--- config.mk ---
export PLATFORM = sky130hd
export DESIGN_NAME = scs_clock_select
export DESIGN_NICKNAME = d
export VERILOG_FILES = /design/src/design/scs_pkg.sv /design/src/design/scs_prescaler.sv /design/src/design/scs_clock_select.sv
export SDC_FILE = /design/constraint.sdc
export NUM_CORES = 1
export LEC_CHECK = 0
export BUFFER_PORTS_ARGS = -buffer_cell sky130_fd_sc_hd__buf_4
export CAP_MARGIN = 20
export CORE_MARGIN = 2
export CORE_UTILIZATION = 25
export DETAILED_ROUTE_END_ITERATION = 7
export GPL_ROUTABILITY_DRIVEN = 0
export SYNTH_ARGS = -nofsm -noshare
export SYNTH_HDL_FRONTEND = slang
export SYNTH_SLANG_ARGS = --single-unit
--- constraint.sdc ---
create_clock -name aclk -period 4.4 [get_ports aclk]
set_clock_uncertainty 0.05 [all_clocks]
set_input_delay 0.22 -clock aclk [delete_from_list [all_inputs] [get_ports aclk]]
set_output_delay 0.22 -clock aclk [all_outputs]
set_load 0.005 [all_outputs]
--- src/design/scs_pkg.sv ---
// Purpose: shared constants for the system clock source select block
// Assumes: 32-bit AXI4-Lite register bus, one register per aligned word
// Notes:   field positions and reset values live here only
package scs_pkg;
	localparam int unsigned DATA_W = 32;
	localparam int unsigned ADDR_W = 4;

	localparam logic [3:0] CTRL_OFFSET   = 4'h0;
	localparam logic [3:0] PLLCFG_OFFSET = 4'h4;
	localparam logic [3:0] STATUS_OFFSET = 4'h8;

	localparam int unsigned SEL_LSB       = 0;
	localparam int unsigned BYPASS_BIT    = 2;
	localparam int unsigned OSC_INT_BIT   = 3;
	localparam int unsigned PLL_INPUT_DIVIDER_LSB      = 16;
	localparam int unsigned PLL_INPUT_DIVIDER_W        = 10;

	localparam int unsigned PLL_IN_LSB    = 0;
	localparam int unsigned PLL_IN_W      = 6;
	localparam int unsigned PLL_FB_LSB    = 8;
	localparam int unsigned PLL_FB_W      = 8;
	localparam int unsigned PLL_OUT_LSB   = 16;
	localparam int unsigned PLL_OUT_W     = 10;

	localparam int unsigned ST_SEL_LSB    = 0;
	localparam int unsigned ST_BYPASS_BIT = 2;
	localparam int unsigned ST_OSCINT_BIT = 3;
	localparam int unsigned ST_BUSY_BIT   = 4;
	localparam int unsigned ST_CLK_BIT    = 5;
	localparam int unsigned ST_PLL_INPUT_DIVIDER_LSB   = 16;

	localparam logic [31:0] CTRL_RESET   = 32'h0000_0000;
	localparam logic [31:0] PLLCFG_RESET = 32'h0000_0000;

	localparam logic [1:0] SEL_WAKEUP = 2'h0;
	localparam logic [1:0] SEL_PLLPRE = 2'h2;
	localparam logic [1:0] SEL_DIRECT = 2'h3;

	localparam logic [1:0] RESP_OKAY   = 2'h0;
	localparam logic [1:0] RESP_SLVERR = 2'h2;

	// source vector indices
	localparam int unsigned SRC_DIRECT  = 0;
	localparam int unsigned SRC_CRYSTAL = 1;
	localparam int unsigned SRC_INTERNAL = 2;
	localparam int unsigned SRC_PLL     = 3;
	localparam int unsigned SRC_WAKEUP  = 4;
	localparam int unsigned SRC_N       = 5;

	typedef enum logic [2:0] {
		SW_RUN      = 3'h1,
		SW_PARK_OLD = 3'h2,
		SW_PARK_NEW = 3'h4
	} scs_switch_type;
endpackage

--- src/design/scs_prescaler.sv ---
// Purpose: divides a sampled oscillator level by a programmable factor
// Assumes: osc_level is already synchronised to aclk
// Notes:   counts half periods, so factor 1 reproduces the source duty cycle
`timescale 1ns/10ps
`default_nettype none
module scs_prescaler #(
	parameter int unsigned DIV_W = 10
) (
	input  wire logic             aclk,
	input  wire logic             aresetn,
	input  wire logic             restart,
	input  wire logic             osc_level,
	input  wire logic [DIV_W-1:0] divider,
	output logic                  div_level
);
	logic             prev_reg;
	logic             armed_reg;
	logic [DIV_W+1:0] half_reg;
	logic [DIV_W+1:0] half_next;
	logic [DIV_W+1:0] factor;
	logic [DIV_W+1:0] last_half;
	wire              rise = osc_level & ~prev_reg;
	wire              edge_seen = osc_level ^ prev_reg;

	assign factor    = {2'h0, divider} + {{(DIV_W+1){1'b0}}, 1'b1};
	assign last_half = (factor << 1) - {{(DIV_W+1){1'b0}}, 1'b1};
	assign half_next = (half_reg == last_half) ? '0 : half_reg + {{(DIV_W+1){1'b0}}, 1'b1};

	always_ff @(posedge aclk) begin
		if (!aresetn || restart) begin
			prev_reg  <= 1'b0;
			armed_reg <= 1'b0;
			half_reg  <= '0;
			div_level <= 1'b0;
		end else begin
			prev_reg <= osc_level;
			if (!armed_reg) begin
				// align to a rising edge; prev_reg restarts low, so a level already high counts as one and the first high phase can be short
				if (rise) begin
					armed_reg <= 1'b1;
					half_reg  <= '0;
					div_level <= 1'b1;
				end
			end else if (edge_seen) begin
				half_reg  <= half_next;
				div_level <= (half_next < factor);
			end
		end
	end
endmodule
`default_nettype wire

--- src/design/scs_clock_select.sv ---
// Purpose: system clock source selection with prescaler, behind AXI4-Lite
// Assumes: all clock sources are pins sampled on aclk, far slower than aclk
// Notes:   the system clock output is a registered level, switched only in low phases
// Function
// - select 11 passes the direct-drive clock through at its own frequency and duty cycle.
// - select 10 with bypass set divides the crystal or internal source by the prescaler.
// - the prescaler divides by the programmed divider value plus one.
// - the divider reaches a factor of 1024 at its largest value.
// - a factor of one passes the oscillator unchanged with its own duty cycle.
// - select 10 with bypass clear takes the PLL output, configured by its three dividers.
// - select 00 runs the system clock from the wakeup source.
`timescale 1ns/10ps
`default_nettype none
module scs_clock_select #(
	parameter int unsigned PLL_INPUT_DIVIDER_W = scs_pkg::PLL_INPUT_DIVIDER_W
) (
	input  wire logic                          aclk,
	input  wire logic                          aresetn,
	input  wire logic [scs_pkg::ADDR_W-1:0]    s_axi_awaddr,
	input  wire logic [2:0]                    s_axi_awprot,
	input  wire logic                          s_axi_awvalid,
	output logic                               s_axi_awready,
	input  wire logic [scs_pkg::DATA_W-1:0]    s_axi_wdata,
	input  wire logic [3:0]                    s_axi_wstrb,
	input  wire logic                          s_axi_wvalid,
	output logic                               s_axi_wready,
	output logic [1:0]                         s_axi_bresp,
	output logic                               s_axi_bvalid,
	input  wire logic                          s_axi_bready,
	input  wire logic [scs_pkg::ADDR_W-1:0]    s_axi_araddr,
	input  wire logic [2:0]                    s_axi_arprot,
	input  wire logic                          s_axi_arvalid,
	output logic                               s_axi_arready,
	output logic [scs_pkg::DATA_W-1:0]         s_axi_rdata,
	output logic [1:0]                         s_axi_rresp,
	output logic                               s_axi_rvalid,
	input  wire logic                          s_axi_rready,
	input  wire logic                          direct_drive_clock_input,
	input  wire logic                          crystal_input,
	input  wire logic                          internal_clock_input,
	input  wire logic                          pll_clock_input,
	input  wire logic                          wakeup_clock_input,
	output logic [scs_pkg::PLL_IN_W-1:0]       pll_input_divider,
	output logic [scs_pkg::PLL_FB_W-1:0]       pll_feedback_divider,
	output logic [scs_pkg::PLL_OUT_W-1:0]      pll_output_divider,
	output logic                               system_clock
);
	logic [31:0]                  ctrl_reg;
	logic [31:0]                  pllcfg_reg;
	logic [scs_pkg::SRC_N-1:0]    meta_reg;
	logic [scs_pkg::SRC_N-1:0]    sync_reg;
	logic [1:0]                   act_sel_reg;
	logic                         act_bypass_reg;
	logic                         act_oscint_reg;
	logic [PLL_INPUT_DIVIDER_W-1:0]            act_pll_input_divider_reg;
	logic                         restart_reg;
	scs_pkg::scs_switch_type      sw_reg;
	scs_pkg::scs_switch_type      sw_next;
	logic                         div_level;
	logic                         src_level;
	logic                         clk_next;

	// sampled sources; only the second stage is read by logic
	wire [scs_pkg::SRC_N-1:0] src_pins = {wakeup_clock_input, pll_clock_input,
		internal_clock_input, crystal_input, direct_drive_clock_input};

	genvar gi;
	generate
		for (gi = 0; gi < scs_pkg::SRC_N; gi++) begin : g_sync
			always_ff @(posedge aclk) begin
				if (!aresetn) begin
					meta_reg[gi] <= 1'b0;
					sync_reg[gi] <= 1'b0;
				end else begin
					meta_reg[gi] <= src_pins[gi];
					sync_reg[gi] <= meta_reg[gi];
				end
			end
		end
	endgenerate

	// requested configuration fields
	wire [1:0]        req_sel    = ctrl_reg[scs_pkg::SEL_LSB +: 2];
	wire              req_bypass = ctrl_reg[scs_pkg::BYPASS_BIT];
	wire              req_oscint = ctrl_reg[scs_pkg::OSC_INT_BIT];
	wire [PLL_INPUT_DIVIDER_W-1:0] req_pll_input_divider   = ctrl_reg[scs_pkg::PLL_INPUT_DIVIDER_LSB +: PLL_INPUT_DIVIDER_W];
	wire              cfg_change = (req_sel != act_sel_reg) || (req_bypass != act_bypass_reg)
		|| (req_oscint != act_oscint_reg) || (req_pll_input_divider != act_pll_input_divider_reg);

	wire osc_level = act_oscint_reg ? sync_reg[scs_pkg::SRC_INTERNAL]
		: sync_reg[scs_pkg::SRC_CRYSTAL];

	scs_prescaler #(
		.DIV_W (PLL_INPUT_DIVIDER_W)
	) u_prescaler (
		.aclk      (aclk),
		.aresetn   (aresetn),
		.restart   (restart_reg),
		.osc_level (osc_level),
		.divider   (act_pll_input_divider_reg),
		.div_level (div_level)
	);

	always_comb begin
		unique case (act_sel_reg)
			scs_pkg::SEL_DIRECT: src_level = sync_reg[scs_pkg::SRC_DIRECT];
			scs_pkg::SEL_PLLPRE: src_level = act_bypass_reg ? div_level
				: sync_reg[scs_pkg::SRC_PLL];
			scs_pkg::SEL_WAKEUP: src_level = sync_reg[scs_pkg::SRC_WAKEUP];
			default:             src_level = 1'b0;
		endcase
	end

	// a change waits for the running clock to be low, then holds low until
	// the new source is low too, so no phase is cut short, except the first prescaler high when the oscillator is already high at restart
	always_comb begin
		sw_next  = sw_reg;
		clk_next = 1'b0;
		unique case (sw_reg)
			scs_pkg::SW_RUN: begin
				clk_next = src_level;
				if (cfg_change) begin
					sw_next = scs_pkg::SW_PARK_OLD;
				end
			end
			scs_pkg::SW_PARK_OLD: begin
				clk_next = src_level;
				if (!src_level && !system_clock) begin
					clk_next = 1'b0;
					sw_next  = scs_pkg::SW_PARK_NEW;
				end
			end
			scs_pkg::SW_PARK_NEW: begin
				if (!restart_reg && !src_level) begin
					sw_next = scs_pkg::SW_RUN;
				end
			end
			default: sw_next = scs_pkg::SW_RUN;
		endcase
	end

	wire take_cfg = (sw_reg == scs_pkg::SW_PARK_OLD) && (sw_next == scs_pkg::SW_PARK_NEW);

	always_ff @(posedge aclk) begin
		if (!aresetn) begin
			sw_reg         <= scs_pkg::SW_RUN;
			system_clock   <= 1'b0;
			act_sel_reg    <= scs_pkg::CTRL_RESET[scs_pkg::SEL_LSB +: 2];
			act_bypass_reg <= scs_pkg::CTRL_RESET[scs_pkg::BYPASS_BIT];
			act_oscint_reg <= scs_pkg::CTRL_RESET[scs_pkg::OSC_INT_BIT];
			act_pll_input_divider_reg   <= scs_pkg::CTRL_RESET[scs_pkg::PLL_INPUT_DIVIDER_LSB +: PLL_INPUT_DIVIDER_W];
			restart_reg    <= 1'b0;
		end else begin
			sw_reg       <= sw_next;
			system_clock <= clk_next;
			restart_reg  <= take_cfg;
			if (take_cfg) begin
				act_sel_reg    <= req_sel;
				act_bypass_reg <= req_bypass;
				act_oscint_reg <= req_oscint;
				act_pll_input_divider_reg   <= req_pll_input_divider;
			end
		end
	end

	// the PLL macro takes its dividers straight from the register
	assign pll_input_divider    = pllcfg_reg[scs_pkg::PLL_IN_LSB +: scs_pkg::PLL_IN_W];
	assign pll_feedback_divider = pllcfg_reg[scs_pkg::PLL_FB_LSB +: scs_pkg::PLL_FB_W];
	assign pll_output_divider   = pllcfg_reg[scs_pkg::PLL_OUT_LSB +: scs_pkg::PLL_OUT_W];

	// write channel: address and data are taken together
	wire        wr_go    = s_axi_awvalid && s_axi_wvalid && !s_axi_bvalid;
	wire        wr_ctrl  = wr_go && (s_axi_awaddr == scs_pkg::CTRL_OFFSET);
	wire        wr_pll   = wr_go && (s_axi_awaddr == scs_pkg::PLLCFG_OFFSET);
	wire        wr_stat  = wr_go && (s_axi_awaddr == scs_pkg::STATUS_OFFSET);
	wire [31:0] wmask    = {{8{s_axi_wstrb[3]}}, {8{s_axi_wstrb[2]}},
		{8{s_axi_wstrb[1]}}, {8{s_axi_wstrb[0]}}};

	assign s_axi_awready = wr_go;
	assign s_axi_wready  = wr_go;

	always_ff @(posedge aclk) begin
		if (!aresetn) begin
			ctrl_reg     <= scs_pkg::CTRL_RESET;
			pllcfg_reg   <= scs_pkg::PLLCFG_RESET;
			s_axi_bvalid <= 1'b0;
			s_axi_bresp  <= scs_pkg::RESP_OKAY;
		end else begin
			if (wr_ctrl) begin
				ctrl_reg <= (ctrl_reg & ~wmask) | (s_axi_wdata & wmask);
			end
			if (wr_pll) begin
				pllcfg_reg <= (pllcfg_reg & ~wmask) | (s_axi_wdata & wmask);
			end
			if (wr_go) begin
				s_axi_bvalid <= 1'b1;
				s_axi_bresp  <= (wr_ctrl || wr_pll || wr_stat) ? scs_pkg::RESP_OKAY
					: scs_pkg::RESP_SLVERR;
			end else if (s_axi_bready) begin
				s_axi_bvalid <= 1'b0;
			end
		end
	end

	// read channel
	wire        rd_go = s_axi_arvalid && !s_axi_rvalid;
	wire [31:0] status_word;
	assign status_word = {{(16-PLL_INPUT_DIVIDER_W){1'b0}}, act_pll_input_divider_reg, 10'h000, system_clock,
		(sw_reg != scs_pkg::SW_RUN), act_oscint_reg, act_bypass_reg, act_sel_reg};

	wire        rd_ctrl = (s_axi_araddr == scs_pkg::CTRL_OFFSET);
	wire        rd_pll  = (s_axi_araddr == scs_pkg::PLLCFG_OFFSET);
	wire        rd_stat = (s_axi_araddr == scs_pkg::STATUS_OFFSET);
	wire [31:0] rd_word = rd_ctrl ? ctrl_reg : rd_pll ? pllcfg_reg
		: rd_stat ? status_word : 32'h0000_0000;

	assign s_axi_arready = rd_go;

	always_ff @(posedge aclk) begin
		if (!aresetn) begin
			s_axi_rvalid <= 1'b0;
			s_axi_rdata  <= 32'h0000_0000;
			s_axi_rresp  <= scs_pkg::RESP_OKAY;
		end else if (rd_go) begin
			s_axi_rvalid <= 1'b1;
			s_axi_rdata  <= rd_word;
			s_axi_rresp  <= (rd_ctrl || rd_pll || rd_stat) ? scs_pkg::RESP_OKAY
				: scs_pkg::RESP_SLVERR;
		end else if (s_axi_rready) begin
			s_axi_rvalid <= 1'b0;
		end
	end
endmodule
`default_nettype wire

[Yosys cells after proc, flatten, opt, wreduce, memory -nomap -nowiden]
Cells that the tools add are included.
Storage, ports and cells
  word-level logic and storage cells: 115
  bits in registers: 146
  output and inout bits: 66
  bits of input ports: 62
Cells by class
  magnitude comparators: 1
  equal/unequal tests: 17
  bitwise operators: 9
  multiplexer cells: 27
  reductions and logical operators: 30
  add/subtract/negate cells: 3
Operators by type and width (number)
  32-bit bitwise AND: 3
  32-bit two-way mux: 2
  32-bit OR: 2
  12-bit two-way mux: 4
  32-bit inverter: 1
  26-bit two-way mux: 1
  12-bit by 1-bit adder with 12-bit output, second input constant: 1
  12-bit == test: 1
  12-bit less-than comparator: 1
  1-bit two-way mux: 12
  12-bit by 1-bit subtractor with 12-bit output, second input constant: 1
  10-bit by 1-bit adder with 11-bit output, second input constant: 1
  10-bit != test: 1
  1-bit logical AND: 9
  3-bit two-way mux: 3
  3-bit case mux with 3 select lines: 1
  4-bit by 3-bit == test with 1-bit output, second input constant: 2
  4-bit == test, second input constant: 2
  4-bit logical NOT: 2
  1-bit logical OR: 8
  3-bit == test, second input constant: 2
  1-bit logical NOT: 6
  2-bit nonzero test: 3
  2-bit == test, second input constant: 2
  14 further kinds: 16

[Depth between registers and ports, before layout]
Gate-level depths: netlist of the first run.
  depth after elaboration: 8
  mapped depth: 19
  gate-level depth less buffers: 16

[By module]
Synthesis of the first run repeated with hierarchy kept, for this count alone.
Unflattened totals
  cells, all modules: 833
  area total of the unflattened synthesis: 7552.2 µm²
Modules (own cells, without submodules)
  scs_clock_select: area an instance 5541.6 µm², times used 1, cells each 593
  scs_prescaler: area an instance 2010.7 µm², times used 1, cells each 240

[Least setup slack after synthesis of the first run]
No wires, ideal clock.
  kind: register to register
  start point: register act_pll_input_divider_reg[0]
  end point: register u_prescaler.div_level
  path buffers: 3
  setup slack: 0.704 ns
  library setup time: 0.073 ns
  required time: 4.277 ns
  arrival: 3.573 ns
  cell stages (with the launch flop): 20
  cell sequence: dfxtp_1 -> ha_1 -> buf_2 -> nand2_1 -> and3b_1 -> a2111oi_2 -> o311ai_1 -> a2111o_1 -> nor4_4 -> buf_6 -> buf_6 -> nor2_1 -> ha_1 -> a21o_1 -> a21o_1 -> a21oi_1 -> o21ai_0 -> a21oi_1 -> nor3_1 -> nor3_2
Between the ends
  longest elaborated chain between the ends: 7
RTL lines
  start, declared: line scs_clock_select.sv:55  | logic [PLL_INPUT_DIVIDER_W-1:0] act_pll_input_divider_reg;
  start signal, assigned: line scs_clock_select.sv:151  | act_pll_input_divider_reg <= scs_pkg::CTRL_RESET[scs_pkg::PLL_INPUT_DIVIDER_LSB +: PLL_INPUT_DIVIDER_W];
  start signal, assigned: line scs_clock_select.sv:161  | act_pll_input_divider_reg <= req_pll_input_divider;
  10-bit by 1-bit adder with 11-bit output (*): line scs_prescaler.sv:25  | assign factor = {2'h0, divider} + {{(DIV_W+1){1'b0}}, 1'b1};
  12-bit by 1-bit subtractor with 12-bit output: line scs_prescaler.sv:26  | assign last_half = (factor << 1) - {{(DIV_W+1){1'b0}}, 1'b1};
  12-bit == test: line scs_prescaler.sv:27  | assign half_next = (half_reg == last_half) ? '0 : half_reg + {{(DIV_W+1){1'b0}}, 1'b1};
  12-bit two-way mux: line scs_prescaler.sv:27
  12-bit less-than comparator (*): line scs_prescaler.sv:46  | div_level <= (half_next < factor);
  1-bit two-way mux (*): line scs_prescaler.sv:44  | end else if (edge_seen) begin
  1-bit two-way mux (*): line scs_prescaler.sv:37  | if (!armed_reg) begin
  end signal, assigned: line scs_prescaler.sv:46
  end, declared: line scs_prescaler.sv:14  | output logic div_level
Every way passes the cells marked *; elsewhere a longest branch is shown, timed or not. The select of a mux whose other input is x is not followed.
A chain may end at the register's enable or synchronous reset.

[Final worst setup path of the first run]
  start point: register act_pll_input_divider_reg[1]
  end point: register u_prescaler.div_level
Same word-level chain as after synthesis.

==> results of run 1 <==
[metal layers]
metal / GRT usage / vias up
met4: 0.0280 / 0
met3: 0.0409 / 10
met1: 0.166 / 3024
met5: 0 / -
li1: - / 3272
met2: 0.213 / 120
[cells in the mapped netlist, types with 3 or more instances]
| cell type | number | area share |
|---|---|---|
| ha_1 | 13 | 0.021 |
| inv_1 | 8 | 0.0039 |
| nor2b_1 | 50 | 0.041 |
| xor2_1 | 18 | 0.020 |
| nand3_1 | 77 | 0.050 |
| nor2_1 | 31 | 0.015 |
| a211oi_1 | 5 | 0.0049 |
| nand4_1 | 11 | 0.0089 |
| o21ai_0 | 25 | 0.016 |
| o31ai_1 | 7 | 0.0068 |
| nor3_1 | 23 | 0.015 |
| nor3_2 | 3 | 0.0039 |
| mux2i_1 | 47 | 0.061 |
| nand2_1 | 112 | 0.055 |
| nand2b_1 | 13 | 0.011 |
| a21boi_0 | 65 | 0.063 |
| mux2_2 | 6 | 0.0088 |
| and3_1 | 9 | 0.0073 |
| o211ai_1 | 4 | 0.0039 |
| buf_4 | 27 | 0.026 |
| nor4_1 | 4 | 0.0032 |
| and2_1 | 13 | 0.011 |
| buf_2 | 11 | 0.0071 |
| xnor2_1 | 19 | 0.022 |
| a2bb2oi_2 | 8 | 0.016 |
| a31oi_1 | 3 | 0.0024 |
| buf_1 | 5 | 0.0024 |
| a22oi_1 | 15 | 0.015 |
| a21o_1 | 4 | 0.0039 |
| a21oi_1 | 28 | 0.018 |
| or3_1 | 4 | 0.0032 |
| clkbuf_1 | 54 | 0.026 |
| dfxtp_1 | 144 | 0.37 |
[logic make-up after synthesis]
family	Yosys count	share of synthesized area
flip-flops	144	0.374
other	1	0.000487
adder cells (fa/ha/maj)	13	0.0211
multiplexers	53	0.0698
AO/OA/AOI/OAI	184	0.173
XOR/XNOR	41	0.0531
AND/OR/NAND/NOR	364	0.239
buffers and inverters	108	0.0695
[worst register-to-register path: stages (launching register included)]
cell	delay [ns]
dfxtp_1	0.49
ha_1	0.47
a31oi_1	0.16
a2111oi_2	0.35
o311ai_1	0.20
a2111o_1	0.42
nor4_4	0.27
buf_12	0.22
nor2b_1	0.09
ha_1	0.27
a21o_1	0.16
a21o_1	0.17
a21oi_1	0.16
o21ai_0	0.09
a21oi_1	0.15
nor3_1	0.07
nor3_2	0.14
[power by group]
part           switching (mW)  internal (mW)  leakage [nW]
clock network           0.667          0.983         0.326
registers             0.00943           1.31          1.16
logic                  0.0985         0.0840          2.03
total                   0.775           2.38          3.52
[metrics by stage]
step / util / worst slack (ns) / instances / hold WS, ns
after floorplan: - / 0.704 / 909 / 0.297
after global placement: 0.287 / 0.457 / 1341 / 0.381
after detailed placement: 0.287 / 0.432 / 1341 / 0.379
after CTS: 0.311 / 0.414 / 1380 / 0.00428
after global routing: 0.312 / 0.0376 / 1381 / 0.00218
final: 0.312 / 0.412 / 1381 / 0.0190
[timing repair]
action                                  4_1_cts  5_1_grt
endpoints found under the hold margin         6        0
hold buffers                                  7        0
endpoints found under the setup margin        0        0
[worst paths after layout]
check                                            start  slack, ns                                  to  depth (start not counted)
max          act_pll_input_divider_reg[1]$_SDFFE_PN0P_       0.41  u_prescaler.div_level$_SDFFE_PP0P_                         16
min                                    s_axi_wdata[26]       0.02                           flip-flop                          3
max reg2reg  act_pll_input_divider_reg[1]$_SDFFE_PN0P_       0.41  u_prescaler.div_level$_SDFFE_PP0P_                         16
min reg2reg                     meta_reg[0]$_SDFF_PN0_       0.40              sync_reg[0]$_SDFF_PN0_                          1
[area by class of cell]
type                    instances  share of cell area
well taps                     396              0.0522
inverters                       9             0.00356
clock buffers                  17              0.0448
multi-input cells             657               0.453
clock inverters                15              0.0255
repair buffers                143               0.117
flip-flops and latches        144               0.304
==> summary.txt, run 1 <==
Placed inst area: 8740 um2
Row count: 64
Delay-heaviest family, CP: compound AO/OA/AOI/OAI gates
Crit. End Element: flip-flop
Filler Cells Inserted: 3,232
Final hold vios: 0
Highest Signal Layer: met4
CTS root buf: clkbuf_16
Drc violations: 0
Die area: 32,200 um2
Most common cell after layout, fill and taps aside: dfxtp_1
GRT overflow: 0
IO Port Bufs: 119
Met3 wire len: 1270 um
Largest net degree at the start of global routing: 121
CP Data Required Time: 4.70 ns
Antenna diodes: 0
Sequential-to-total area share from yosys stat: 0.374
Yosys cell types: 64
Setup Viol. Count Final: 0
I/O pin cnt: 128
Later-pin clock latency in the skew report: 0.43 ns
Clk slew on worst S/H paths: 0.07 ns
Cells after Synth: 908
Post-synth ARST share: 0
Peak VDD IR: 221 uV
WP buf/inv: 1
Power density cells: 333 nW/um2
# H-tree levels: 4
Final critical-path required period: 3.99 ns
Crit Path Max Fanout: 23
First-pass iteration count of the detailed router: 4
Met1 Wirelength: 9600 um
Multi-input gate area: 4300 um2
Unrepaired setup endpoints after global routing: no
Fin crit share: 0.906
Worst path arrival time: 4.29 ns
EDFF count, synth: 0
Layout cells sized above 1: 0.198
Post-CTS Setup Repair Bufs: 0
DRT Wirelength: 21,000 um
Critical path class: flip-flop to flip-flop
CTS buffer count: 17
Critical-path top delay cell: dfxtp_1
Cell breakdown of the critical path: ha_1, a31oi_1, a2111oi_2, o311ai_1, a2111o_1, nor4_4, buf_12, nor2b_1, ha_1, a21o_1, a21o_1, a21oi_1, o21ai_0, a21oi_1, nor3_1, nor3_2
Setup_tns: 0 ns
Initial core utilization: 0.253
WL met2: 9950 um
Sink Count: 144
Dpl hpwl: 14,500 um
Most frequent cells in the layout: dfxtp_1, buf_4, nand2_1, nand3_1, a21boi_0
CTS tree: yes
P&R area growth vs syn: 23.1%
Cts repair resizes: 0
Gr usage total: 0.130
Worst slew margin: 0.300
Hold crit path type: input port to flip-flop
Status: finished clean
DR vias: 6,426
Finished Cell Area: 9490 um2
DR WL/cell: 15.2 um
Slew @ Worst Pin: 1.05 ns
Slowest Stage Delay on Critical Path: 0.49 ns
Max Slew Vio Count: 0
Core Footprint: 30,400 um2
Initial antenna violation count: 0
Top FF cell, synth: dfxtp_1
Total leakage power: 3.52 nW
Die width: 180 um
Final ANT Viol Nets: 0
Storage element area: 2880 um2
Total power: 3.16 mW
Drt via density: 4.65
First-pass GRT wire length: 33,800 um
Ys Warns: 0
Maximum clock path buffer count: 2
Crit path launch type: flip-flop
Fmax: 251 MHz
Synthesized area: 7700 um2
Max-cap violations: 0
Vias in the first global route: 6,137
Syn Area/Cell: 8.48 um2
Layout Nets: 1,047
DRT iter0 DRCs: 305
Chip height: 180 um
Seq cells post-synth: 144
No activity file was read; power rests on OpenSTA's default activity.
==> run 2, diff against run 1 <==
Clock period 4.4 ns to 3.5 ns, I/O delays scaled along.
==> summary.txt, run 2 (same netlist as run 1, synthesis figures left out) <==
CP Data Required Time: 3.79 ns
I/O pin cnt: 128
Worst path arrival time: 3.70 ns
Worst Reg2Reg Path Length in Cells: 17
CTS tree: yes
Die area: 32,200 um2
Dpl ws: -0.136 ns
Critical-path top delay cell: mux2_2
Gr usage total: 0.137
Total power: 3.75 mW
GRT overflow: 0
Initial antenna violation count: 0
Crit path launch type: flip-flop
Layout Nets: 1,122
Row count: 64
WP depth: 17
Placed Instances: 1,378
Power density cells: 369 nW/um2
Most common cell after layout, fill and taps aside: buf_4
Placed inst area: 9020 um2
Total leakage power: 3.86 nW
Initial core utilization: 0.253
Status: finished clean
Hold crit path type: input port to flip-flop
P&R area growth vs syn: 31.9%
Core Footprint: 30,400 um2
Slowest Stage Delay on Critical Path: 0.36 ns
DR vias: 6,791
IO Port Bufs: 119
# H-tree levels: 4
Dpl hpwl: 15,200 um
Fin crit share: 0.973
Clk slew on worst S/H paths: 0.06 ns
First-pass GRT wire length: 36,200 um
Die width: 180 um
DR WL/cell: 15.2 um
Final critical-path required period: 3.41 ns
Max Slew Vio Count: 0
Worst setup margin: 0.0937 ns
CTS root buf: clkbuf_16
Later-pin clock latency in the skew report: 0.43 ns
DRT iter0 DRCs: 292
WP buf/inv: 2
First-pass iteration count of the detailed router: 5
DRT Wirelength: 22,200 um
Drt via density: 4.66
Antenna diodes: 0
Worst slew margin: 0.258
Critical path class: flip-flop to flip-flop
Slew @ Worst Pin: 1.11 ns
Largest net degree at the start of global routing: 125
Delay-heaviest family, CP: compound AO/OA/AOI/OAI gates
Chip height: 180 um
Crit Path Max Fanout: 6
Most frequent cells in the layout: buf_4, dfxtp_1, nand2_1, nand3_1, a21boi_0
Maximum clock path buffer count: 2
Final ANT Viol Nets: 0
Sink Count: 144
Drc violations: 0
Vias in the first global route: 6,653
Fin cells: 1,456
Unrepaired setup endpoints after global routing: yes
Finished Cell Area: 10,200 um2
Cell breakdown of the critical path: buf_6, a211o_1, mux2_2, a211oi_2, mux2_2, nand4_1, nor4_4, buf_4, nor2b_2, ha_1, a21o_1, a21o_1, a21oi_2, o21ai_1, a21oi_1, nor3_1, nor3_2
Crit. End Element: flip-flop
Setup Viol. Count Final: 0
Max-cap violations: 0
Hold depth: 4
CTS buffer count: 17
R2R Setup Slk: 0.09 ns
Layout cells sized above 1: 0.239
Final hold vios: 0
Peak VDD IR: 280 uV
Fmax: 294 MHz
run 2: changes by cell type in the layout (fill, tap and decap cells not counted), sizes merged:
cell         previous run  this run
buf                   136       175
clkinv                  4         3
bufinv                  4         1
inv                    16        14
clkbuf                 17        20
clkinvlp                0         3
dlygate4sd3             7        43
run 2: stage by stage:
stage,util,hold WS [ns],setup TNS [ns]
2_1_floorplan,-,0.252,0
3_3_place_gp,0.296,0.343,-0.0857
3_5_place_dp,0.296,0.338,-0.136
4_1_cts,0.332,0.0378,0
5_1_grt,0.334,0.0584,-0.0585
6_report,0.334,0.0515,0
run 2: layout make-up:
class | count | area, um2
fill | 3198 | 20300
multi-input combinational | 657 | 4400
sequential | 144 | 2890
timing repair buffer | 218 | 1760
tap | 396 | 495
clock buffer | 20 | 457
clock inverter | 12 | 124
inverter | 9 | 33.8
run 2: final timing paths:
path | startpoint | to
setup / recovery | act_pll_input_divider_reg[0]$_SDFFE_PN0P_ | u_prescaler.div_level$_SDFFE_PP0P_
hold / removal | s_axi_awaddr[0] | s_axi_bresp[1]$_SDFFE_PN0P_
setup reg to reg | act_pll_input_divider_reg[0]$_SDFFE_PN0P_ | u_prescaler.div_level$_SDFFE_PP0P_
hold reg to reg | meta_reg[1]$_SDFF_PN0_ | sync_reg[1]$_SDFF_PN0_
run 2: where the power goes:
part	internal [mW]	switching (mW)
Clock	1.04	0.789
Sequential	1.65	0.0119
Combinational	0.132	0.132
run 2: worst min-delay path: stages:
cell	delay, ns
buf_4	0.08
a211oi_1	0.04
nand2_1	0.06
o211a_1	0.13
run 2: repair_timing:
item / 4_1_cts / 5_1_grt
hold endpoints to repair: 71 / 0
pin swaps: 10 / 8
resized for setup: 17 / 11
endpoints found under the setup margin: 1 / 1
hold buffers: 43 / 0
cloned: 0 / 0
setup buffers: 1 / 2
run 2: layer usage:
layer | part of all wire | global-route usage
met1 | 0.46 | 0.175
met4 | 0.013 | 0.0358
met2 | 0.48 | 0.229
met3 | 0.047 | 0.0340
met5 | 0 | 0
